### config.mk
export PLATFORM = sky130hd
export DESIGN_NAME = ptc_controller
export DESIGN_NICKNAME = d
export VERILOG_FILES = /design/src/ptc_pkg.sv /design/src/ptc_controller.sv
export SDC_FILE = /design/constraint.sdc
export NUM_CORES = 2
export LEC_CHECK = 0
export BUFFER_PORTS_ARGS = -buffer_cell sky130_fd_sc_hd__buf_4
export CAP_MARGIN = 20
export CORE_ASPECT_RATIO = 0.75
export CORE_MARGIN = 1
export CORE_UTILIZATION = 34
export CTS_BUF_LIST = sky130_fd_sc_hd__clkbuf_4 sky130_fd_sc_hd__clkbuf_8
export CTS_CLUSTER_SIZE = 12
export DETAILED_ROUTE_END_ITERATION = 8
export REMOVE_ABC_BUFFERS = 1
export SYNTH_ARGS = -nofsm -noshare
export SYNTH_HDL_FRONTEND = slang
export SYNTH_SLANG_ARGS = --single-unit
### constraint.sdc
create_clock -name clk -period 78.8 [get_ports clk]
set_input_delay 7.88 -clock clk [delete_from_list [all_inputs] [get_ports clk]]
set_output_delay 7.88 -clock clk [all_outputs]
set_load 0.005 [all_outputs]
### src/ptc_pkg.sv
// Summary of operation
// - Three masks pick inputs that reset controller, integral part, output fading.
// - Mask bits 0..7 pick enable/reset, reset, forward, reverse, inputs one-four.
// - Mask bits 8..11 pick internal inputs A to D, no terminal.
// - Fade reset ramps the fade factor over the fading time; a fading time of 0 switches it at once.
// - Fade factor counts down while fade reset input active, up otherwise.
// - Controller output percent becomes frequency; 100% equals set full-scale frequency.
// - Mode bits 1:0 equal 1 adds controller frequency to ramp output.
// - Setpoint is absolute setpoint plus selected extra reference.
// - Extra reference codes: 0 off, 1 and 2 analog two, 3 reserved, 4 aux.
// - Absolute setpoint limited to +-400.0 percent, one value per parameter set.
// - Feedback codes: 0 analog one, 1 analog two, 2 reserved, 3 aux, 4 digital.
// - Feedback code 5 uses active current, rated current is 100 percent.
// - Feedback code 6 uses utilization times ten, 0 to 255 percent.
// - Feedback code 7 uses DC-link voltage, 1000 V is 100 percent.
// - Feedback code 8 uses active power, twice rated value is 100 percent.
//
package ptc_pkg;
  // ****************************************
  // Timing
  // ****************************************
  localparam int unsigned CLK_HZ = 25_000_000;
  localparam int unsigned FADE_TICK_US = 1000;
  localparam int unsigned FADE_TICK_CYCLES = CLK_HZ / 1_000_000 * FADE_TICK_US;
  // Fading time counts 10 ms units, fade runs 1000 steps per full swing
  localparam logic [31:0] FADE_ACC_ADD = 32'h00000064;
  // ****************************************
  // Register byte offsets
  // ****************************************
  localparam logic [7:0] ADDR_FULL_MASK = 8'h00;
  localparam logic [7:0] ADDR_INT_MASK = 8'h04;
  localparam logic [7:0] ADDR_FADE_MASK = 8'h08;
  localparam logic [7:0] ADDR_FULL_SCALE = 8'h0c;
  localparam logic [7:0] ADDR_EXTRA_SEL = 8'h10;
  localparam logic [7:0] ADDR_ABS_SETPOINT = 8'h14;
  localparam logic [7:0] ADDR_FEEDBACK_SEL = 8'h18;
  localparam logic [7:0] ADDR_DIG_FEEDBACK = 8'h1c;
  localparam logic [7:0] ADDR_FADING_TIME = 8'h20;
  localparam logic [7:0] ADDR_SPEED_CFG = 8'h24;
  localparam logic [7:0] ADDR_INTERNAL_IN = 8'h28;
  localparam logic [7:0] ADDR_STATUS = 8'h2c;
  localparam logic [7:0] ADDR_SET_POINTER = 8'h30;
  localparam logic [7:0] ADDR_OUT_FREQ = 8'h34;
  // ****************************************
  // Reset values and limits
  // ****************************************
  localparam logic [11:0] MASK_RST = 12'h000;
  localparam logic [15:0] WORD_RST = 16'h0000;
  localparam logic [15:0] PCT_MAX = 16'h0fa0;
  localparam logic [15:0] PCT_MIN = 16'hf060;
  localparam logic [15:0] FADE_FULL = 16'h03e8;
  localparam logic [32:0] SCALE_DIV = 33'h0000003e8;
  // ****************************************
  // Selector codes
  // ****************************************
  localparam logic [15:0] EXTRA_OFF = 16'h0000;
  localparam logic [15:0] EXTRA_AN2_A = 16'h0001;
  localparam logic [15:0] EXTRA_AN2_B = 16'h0002;
  localparam logic [15:0] EXTRA_AUX = 16'h0004;
  localparam logic [15:0] FB_AN1 = 16'h0000;
  localparam logic [15:0] FB_AN2 = 16'h0001;
  localparam logic [15:0] FB_AUX = 16'h0003;
  localparam logic [15:0] FB_DIGITAL = 16'h0004;
  localparam logic [15:0] FB_CURRENT = 16'h0005;
  localparam logic [15:0] FB_UTIL = 16'h0006;
  localparam logic [15:0] FB_DCLINK = 16'h0007;
  localparam logic [15:0] FB_POWER = 16'h0008;
  localparam logic [1:0] MODE_ADD = 2'h1;
endpackage : ptc_pkg

### src/ptc_controller.sv
`timescale 1ns/1ps
`default_nettype none
module ptc_controller #(
  parameter int unsigned FADE_TICK_CYCLES = ptc_pkg::FADE_TICK_CYCLES
) (
  input wire logic clk,
  input wire logic resetn,
  input wire logic wbCyc,
  input wire logic wbStb,
  input wire logic wbWe,
  input wire logic [7:0] wbAdr,
  input wire logic [3:0] wbSel,
  input wire logic [31:0] wbDatI,
  output logic [31:0] wbDatO,
  output logic wbAck,
  input wire logic [7:0] terminalInputs,
  input wire logic [2:0] paramSet,
  input wire logic signed [15:0] pidOutputPct,
  input wire logic signed [15:0] rampOutputFrequency,
  input wire logic signed [15:0] analogInOneValue,
  input wire logic signed [15:0] analogInTwoValue,
  input wire logic signed [15:0] auxInputValue,
  input wire logic signed [15:0] activeCurrentValue,
  input wire logic [7:0] utilizationValue,
  input wire logic [15:0] dcLinkVoltageValue,
  input wire logic signed [15:0] activePowerValue,
  output logic signed [15:0] outputFrequency,
  output logic signed [15:0] pidSetpoint,
  output logic signed [15:0] pidFeedback,
  output logic pidFullReset,
  output logic pidIntegralReset,
  output logic [15:0] fadeFactor
);
  // ****************************************
  // Helpers
  // ****************************************
  function automatic logic maskHit(input logic [11:0] mask, input logic [11:0] inputs);
    maskHit = |(mask & inputs);
  endfunction : maskHit

  function automatic logic [15:0] clampPct(input logic [15:0] v);
    if ($signed(v) > $signed(ptc_pkg::PCT_MAX)) begin
      clampPct = ptc_pkg::PCT_MAX;
    end else if ($signed(v) < $signed(ptc_pkg::PCT_MIN)) begin
      clampPct = ptc_pkg::PCT_MIN;
    end else begin
      clampPct = v;
    end
  endfunction : clampPct

  function automatic logic [15:0] laneWrite(input logic [15:0] old, input logic [31:0] d,
                                            input logic [3:0] sel);
    laneWrite = {sel[1] ? d[15:8] : old[15:8], sel[0] ? d[7:0] : old[7:0]};
  endfunction : laneWrite

  // ****************************************
  // Registers
  // ****************************************
  logic [11:0] fullMask_q, intMask_q, fadeMask_q;
  logic [15:0] fullScale_q, extraSel_q, feedbackSel_q, digFeedback_q;
  logic [15:0] fadingTime_q, speedCfg_q;
  logic [3:0] internalIn_q;
  logic [2:0] setPointer_q;
  logic [15:0] absSetpoint_q [8];
  logic [15:0] fade_q;
  logic [31:0] fadeAcc_q;
  logic [31:0] tickCnt_q;
  logic tick_q;
  logic fadeActive;
  logic [11:0] allInputs;
  logic wbWrite;
  logic [31:0] readData;

  assign allInputs = {internalIn_q, terminalInputs};
  assign wbWrite = wbCyc && wbStb && wbWe && !wbAck;

  always_ff @(posedge clk) begin
    if (!resetn) begin
      fullMask_q <= ptc_pkg::MASK_RST;
      intMask_q <= ptc_pkg::MASK_RST;
      fadeMask_q <= ptc_pkg::MASK_RST;
      fullScale_q <= ptc_pkg::WORD_RST;
      extraSel_q <= ptc_pkg::EXTRA_OFF;
      feedbackSel_q <= ptc_pkg::WORD_RST;
      digFeedback_q <= ptc_pkg::WORD_RST;
      fadingTime_q <= ptc_pkg::WORD_RST;
      speedCfg_q <= ptc_pkg::WORD_RST;
      internalIn_q <= 4'h0;
      setPointer_q <= 3'h0;
    end else if (wbWrite) begin
      unique case (wbAdr)
        ptc_pkg::ADDR_FULL_MASK: fullMask_q <= 12'(laneWrite({4'h0, fullMask_q}, wbDatI, wbSel));
        ptc_pkg::ADDR_INT_MASK: intMask_q <= 12'(laneWrite({4'h0, intMask_q}, wbDatI, wbSel));
        ptc_pkg::ADDR_FADE_MASK: fadeMask_q <= 12'(laneWrite({4'h0, fadeMask_q}, wbDatI, wbSel));
        ptc_pkg::ADDR_FULL_SCALE: fullScale_q <= clampPct(laneWrite(fullScale_q, wbDatI, wbSel));
        ptc_pkg::ADDR_EXTRA_SEL: extraSel_q <= laneWrite(extraSel_q, wbDatI, wbSel);
        ptc_pkg::ADDR_FEEDBACK_SEL: feedbackSel_q <= laneWrite(feedbackSel_q, wbDatI, wbSel);
        ptc_pkg::ADDR_DIG_FEEDBACK:
          digFeedback_q <= clampPct(laneWrite(digFeedback_q, wbDatI, wbSel));
        ptc_pkg::ADDR_FADING_TIME: fadingTime_q <= laneWrite(fadingTime_q, wbDatI, wbSel);
        ptc_pkg::ADDR_SPEED_CFG: speedCfg_q <= laneWrite(speedCfg_q, wbDatI, wbSel);
        ptc_pkg::ADDR_INTERNAL_IN: internalIn_q <= sel0(wbSel) ? wbDatI[3:0] : internalIn_q;
        ptc_pkg::ADDR_SET_POINTER: setPointer_q <= sel0(wbSel) ? wbDatI[2:0] : setPointer_q;
        default: ;
      endcase
    end
  end

  function automatic logic sel0(input logic [3:0] sel);
    sel0 = sel[0];
  endfunction : sel0

  // One stored setpoint per parameter set, reached through the set pointer
  always_ff @(posedge clk) begin
    if (!resetn) begin
      for (int i = 0; i < 8; i++) begin
        absSetpoint_q[i] <= ptc_pkg::WORD_RST;
      end
    end else if (wbWrite && wbAdr == ptc_pkg::ADDR_ABS_SETPOINT) begin
      absSetpoint_q[setPointer_q] <=
        clampPct(laneWrite(absSetpoint_q[setPointer_q], wbDatI, wbSel));
    end
  end

  // ****************************************
  // Bus slave
  // ****************************************
  always_comb begin
    unique case (wbAdr)
      ptc_pkg::ADDR_FULL_MASK: readData = {20'h0, fullMask_q};
      ptc_pkg::ADDR_INT_MASK: readData = {20'h0, intMask_q};
      ptc_pkg::ADDR_FADE_MASK: readData = {20'h0, fadeMask_q};
      ptc_pkg::ADDR_FULL_SCALE: readData = {16'h0, fullScale_q};
      ptc_pkg::ADDR_EXTRA_SEL: readData = {16'h0, extraSel_q};
      ptc_pkg::ADDR_ABS_SETPOINT: readData = {16'h0, absSetpoint_q[setPointer_q]};
      ptc_pkg::ADDR_FEEDBACK_SEL: readData = {16'h0, feedbackSel_q};
      ptc_pkg::ADDR_DIG_FEEDBACK: readData = {16'h0, digFeedback_q};
      ptc_pkg::ADDR_FADING_TIME: readData = {16'h0, fadingTime_q};
      ptc_pkg::ADDR_SPEED_CFG: readData = {16'h0, speedCfg_q};
      ptc_pkg::ADDR_INTERNAL_IN: readData = {28'h0, internalIn_q};
      ptc_pkg::ADDR_STATUS: readData = {fade_q, 13'h0, fadeActive, pidIntegralReset, pidFullReset};
      ptc_pkg::ADDR_SET_POINTER: readData = {29'h0, setPointer_q};
      ptc_pkg::ADDR_OUT_FREQ: readData = {16'h0, outputFrequency};
      default: readData = 32'h00000000;
    endcase
  end

  always_ff @(posedge clk) begin
    if (!resetn) begin
      wbAck <= 1'b0;
      wbDatO <= 32'h00000000;
    end else begin
      wbAck <= wbCyc && wbStb && !wbAck;
      wbDatO <= (wbCyc && wbStb && !wbWe && !wbAck) ? readData : 32'h00000000;
    end
  end

  // ****************************************
  // Reset selection
  // ****************************************
  assign fadeActive = maskHit(fadeMask_q, allInputs);

  always_ff @(posedge clk) begin
    if (!resetn) begin
      pidFullReset <= 1'b0;
      pidIntegralReset <= 1'b0;
    end else begin
      pidFullReset <= maskHit(fullMask_q, allInputs);
      pidIntegralReset <= maskHit(intMask_q, allInputs);
    end
  end

  // ****************************************
  // Fade ramp
  // ****************************************
  always_ff @(posedge clk) begin
    if (!resetn) begin
      tickCnt_q <= 32'h00000000;
      tick_q <= 1'b0;
    end else if (tickCnt_q >= FADE_TICK_CYCLES - 1) begin
      tickCnt_q <= 32'h00000000;
      tick_q <= 1'b1;
    end else begin
      tickCnt_q <= tickCnt_q + 32'h00000001;
      tick_q <= 1'b0;
    end
  end

  // Fractional accumulator; one step per clock keeps short fading times exact
  logic fadeAtLimit, fadeStep;
  assign fadeAtLimit = fadeActive ? (fade_q == 16'h0000) : (fade_q == ptc_pkg::FADE_FULL);
  assign fadeStep = fadeAcc_q >= {16'h0, fadingTime_q};

  always_ff @(posedge clk) begin
    if (!resetn) begin
      fade_q <= ptc_pkg::FADE_FULL;
      fadeAcc_q <= 32'h00000000;
    end else if (fadingTime_q == 16'h0000) begin
      fade_q <= fadeActive ? 16'h0000 : ptc_pkg::FADE_FULL;
      fadeAcc_q <= 32'h00000000;
    end else if (fadeAtLimit) begin
      fadeAcc_q <= 32'h00000000;
    end else if (fadeStep) begin
      fade_q <= fadeActive ? fade_q - 16'h0001 : fade_q + 16'h0001;
      // A tick landing on a step is still banked, or long swings would run slow
      fadeAcc_q <= fadeAcc_q - {16'h0, fadingTime_q}
                   + (tick_q ? ptc_pkg::FADE_ACC_ADD : 32'h00000000);
    end else if (tick_q) begin
      fadeAcc_q <= fadeAcc_q + ptc_pkg::FADE_ACC_ADD;
    end
  end

  always_ff @(posedge clk) begin
    if (!resetn) begin
      fadeFactor <= ptc_pkg::FADE_FULL;
    end else begin
      fadeFactor <= fade_q;
    end
  end

  // ****************************************
  // Output frequency
  // ****************************************
  logic signed [32:0] fadedProd, fadedPct, freqProd, freqVal;
  logic signed [15:0] controlPct;
  assign controlPct = pidFullReset ? 16'sh0000 : pidOutputPct;
  assign fadedProd = $signed({{17{controlPct[15]}}, controlPct}) * $signed({17'h0, fade_q});
  assign fadedPct = fadedProd / $signed(ptc_pkg::SCALE_DIV);
  assign freqProd = $signed({{17{fadedPct[15]}}, fadedPct[15:0]})
                    * $signed({{17{fullScale_q[15]}}, fullScale_q});
  assign freqVal = freqProd / $signed(ptc_pkg::SCALE_DIV);

  always_ff @(posedge clk) begin
    if (!resetn) begin
      outputFrequency <= 16'sh0000;
    end else if (speedCfg_q[1:0] == ptc_pkg::MODE_ADD) begin
      outputFrequency <= rampOutputFrequency + freqVal[15:0];
    end else begin
      outputFrequency <= rampOutputFrequency;
    end
  end

  // ****************************************
  // Setpoint and feedback
  // ****************************************
  logic signed [15:0] extraRef, feedbackSel;
  always_comb begin
    unique case (extraSel_q)
      ptc_pkg::EXTRA_AN2_A, ptc_pkg::EXTRA_AN2_B: extraRef = analogInTwoValue;
      ptc_pkg::EXTRA_AUX: extraRef = auxInputValue;
      default: extraRef = 16'sh0000;
    endcase
  end

  always_comb begin
    unique case (feedbackSel_q)
      ptc_pkg::FB_AN1: feedbackSel = analogInOneValue;
      ptc_pkg::FB_AN2: feedbackSel = analogInTwoValue;
      ptc_pkg::FB_AUX: feedbackSel = auxInputValue;
      ptc_pkg::FB_DIGITAL: feedbackSel = digFeedback_q;
      ptc_pkg::FB_CURRENT: feedbackSel = activeCurrentValue;
      ptc_pkg::FB_UTIL: feedbackSel = 16'({8'h0, utilizationValue} * 16'h000a);
      ptc_pkg::FB_DCLINK: feedbackSel = dcLinkVoltageValue;
      ptc_pkg::FB_POWER: feedbackSel = activePowerValue >>> 1;
      default: feedbackSel = 16'sh0000;
    endcase
  end

  always_ff @(posedge clk) begin
    if (!resetn) begin
      pidSetpoint <= 16'sh0000;
      pidFeedback <= 16'sh0000;
    end else begin
      pidSetpoint <= $signed(absSetpoint_q[paramSet]) + extraRef;
      pidFeedback <= feedbackSel;
    end
  end
endmodule : ptc_controller
`default_nettype wire

==> impl_metrics.csv <==
group,metric,value,unit
detailed_routing,antenna_left,0,
placed_design,dp_slack,8.02,ns
sta,worst_pin_slew,1.17,ns
sta,period_share,89.2,%
synthesis,yosysMostFrequentCell,"inv_1",
critical_path,crit_type,"in2reg",
grt,antenna_found_initial,12,
grt,grt_pass1_vias,53300,
synthesis,synthDistinctLibCells,146,
grt,grt_max_degree,89,
clocking,h-tree-depth,3,
synthesis,synth.mux.area_fraction,5.75,%
synthesis,ys_async_sr_fraction,0,%
floorplanning,die_w,488,um
outcome,status,"completed",
final_layout,syn_to_final_growth,10.7,%
synthesis,yosys.area_share.xor_xnor,5.75,%
synthesis,synth.area.top_cells,"fa_1 16%, dfxtp_1 11%, ha_1 7.1%",
grt,grt_overflow,0,
sta,fmax,14.2,MHz
synthesis,synth-adder-area-share,22.8,%
final_layout,num-fill-cells,17900,
sta,slew-limit-headroom,21.4,%
synthesis,syn_area_per_cell,8.24,um^2
sta,period_needed,70.29,ns
clocking,cts_tree,"built",
critical_path,crit_path_start_kind,"input port",
clocking,clk_pin_slew,0.06,ns
sta,hold_viol_final,0,
critical_path,crit_fanout,53,
clocking,holdBufCountCts,0,
floorplanning,rows,133,
grt,met1_usage,32.7,%
detailed_routing,num_vias,56000,
synthesis,yosysSeqAreaShare,17.1,%
sta,setup_tns,0,ns
synthesis,yosysTopAreaCell,"fa_1",
clocking,insertion_delay,0.71,ns
synthesis,synth-simple-area-share,20.3,%
final_layout,drive_above_1_share,11.2,%
detailed_routing,routed_wl,201000,um
critical_path,critPathMostFrequentCell,"a21oi_1",
critical_path,end_kind,"flip-flop",
floorplanning,io_pins,295,
sta,rsz0062_at_grt,"false",
critical_path,cp.required,79.41,ns
synthesis,synthFlopType,"dfxtp_1",
synthesis,syn_inst,7307,
synthesis,synth_top_family_by_area,"adder cells",
critical_path,cp.arrival,70.90,ns
synthesis,synth_edf_count,128,
critical_path,slowest_stage,"o41ai_1",
synthesis,yosysWarnings,0,
sta,fin_worst_skew,0.0519,ns
hold_path,hold_class,"reg2reg",
grt,grtUsageMet3,2.98,%
floorplanning,die_h,366,um
detailed_routing,via_per_inst,5.67,
detailed_routing,routedWlPerCell,20.3,um
placed_design,portBuffers,275,
clocking,cts_sinks,450,
detailed_routing,drcViolationCount,0,
floorplanning,core,176000,um^2
sta,setup_ws,8.51,ns
synthesis,synth_compound_gate_area_share,21.0,%
clocking,clock_path_buffers,3,
final_layout,regArea,10300,um^2
grt,grtUsageTotal,21.9,%
grt,grt.busiest_layer,"met1",
synthesis,synthTopCellsByCount,"755 x inv_1, 692 x nand2_1, 652 x nor2_1",
synthesis,synth_seq_cells,450,
placed_design,gp_congestion,0.933,
synthesis,synth_top_area_share,15.6,%
grt,grt_pass1_wl,313000,um
critical_path,crit_path_max_incr_delay,0.94,ns
grt,grtUsageMet2,32.5,%
detailed_routing,drt_iter0_drc,5971,
sta,setup-violations-final,0,
floorplanning,die_area,179000,um^2
flow_run,drv_cap,0,
clocking,cts-root-buf,"clkbuf_8",
final_layout,nNetsFinal,8442,
critical_path,cp_num_buf_inv,16,
critical_path,reg2reg_slack,15.17,ns
clocking,cts_buffers,81,
placed_design,hpwlAfterDp,155000,um
final_layout,multiInputGateArea,45700,um^2
synthesis,synth_area,60200,um^2
floorplanning,start_util,34.3,%
clocking,ctsResizeCount,0,
critical_path,crit_family,"compound AO/OA/AOI/OAI gates",
sta,slew_viol_final,0,
clocking,post_cts_buffers,0,
detailed_routing,firstDrtPassIters,9,
[worst register-to-register path, delay by kind of cell, from the launching register on]
| kind | cells | cell delay (ns) |
|---|---|---|
| flops | 1 | 0.30 |
| xor+xnor | 11 | 3.62 |
| compound gates | 113 | 35.35 |
| simple gates | 29 | 10.06 |
| buf+inv | 16 | 2.26 |
| mux | 11 | 4.63 |
| fa+ha+maj | 16 | 7.34 |
[worst paths after layout]
kind,from,endpoint,depth (start not counted)
min reg2reg,speedCfg_q[10]$_SDFFE_PN0P_,speedCfg_q[10]$_SDFFE_PN0P_,2
min,speedCfg_q[10]$_SDFFE_PN0P_,speedCfg_q[10]$_SDFFE_PN0P_,2
max,pidOutputPct[5],outputFrequency[15]$_SDFF_PN0_,196
max reg2reg,pidFullReset$_SDFF_PN0_,outputFrequency[15]$_SDFF_PN0_,196
[metrics by stage]
step / cells / hold slack (ns) / instance area, um^2 / util (%)
final: 9870 / 0.456 / 66600 / 37.9
after global routing: 9869 / 0.472 / 66600 / 37.9
after CTS: 9860 / 0.456 / 66600 / 37.9
after detailed placement: 9713 / 0.446 / 64800 / 36.9
after global placement: 9712 / 0.430 / 64800 / 36.9
after floorplan: 6954 / 0.418 / 58700 / -
[placed cells by master (no fill, tap or decap), types with 29 or more instances in the layout]
cell and instances:
nor3_1 120, dfxtp_1 321, o31ai_1 48, xor2_1 111, nand4_1 54, a21o_1 79
edfxtp_1 128, mux2i_1 107, clkbuf_8 91, o21bai_1 71, nand2b_1 82, nand3_1 239
a31oi_1 87, mux2_2 65, o21a_1 38, a22o_1 44, ha_1 341, xnor2_1 269
nand2_1 692, a222oi_1 29, and2_1 299, a221oi_1 56, mux4_2 67, nor4_1 50
a211oi_1 82, a22oi_1 83, or3_1 54, and3_1 56, fa_1 468, o21ai_1 49
o211ai_1 57, nor2b_1 55, o21ai_0 181, buf_4 397, a21oi_1 432, nor2_1 644
inv_1 754
[kinds of logic after synthesis]
logic type,Yosys count
AO/OA/AOI/OAI,1749
XOR/XNOR,390
adder cells (fa/ha/maj),820
buffers and inverters,1128
flip-flops,450
multiplexers,251
other,1
AND/OR/NAND/NOR,2518
[state kept, by name, indices dropped and copies added (netlist names), 16 cells and up, named ones only]
name	flops
fade_q	16
feedbackSel_q	16
digFeedback_q	16
tickCnt_q	32
fadeFactor	16
fadingTime_q	16
extraSel_q	16
absSetpoint_q	128
speedCfg_q	16
fullScale_q	16
pidSetpoint	16
wbDatO	32
pidFeedback	16
outputFrequency	16
fadeAcc_q	32
[final cells by class]
| class | count | area share [%] |
|---|---|---|
| multi-input combinational | 5745 | 68.6 |
| sequential | 450 | 15.5 |
| timing repair buffer | 400 | 4.53 |
| tap | 2362 | 4.44 |
| inverter | 759 | 4.29 |
| clock buffer | 115 | 2.15 |
| clock inverter | 32 | 0.472 |
| antenna | 7 | 0.0263 |
[routing by layer]
layer / vias to the layer above / wire (um)
li1: 26000 / -
met1: 27300 / 92700
met2: 2426 / 85900
met3: 274 / 17100
met4: 6 / 4950
met5: - / 45
Power is left out: the tool's default activity adds up to more than one toggle a clock period on the data nets, which glitch-free logic cannot reach.
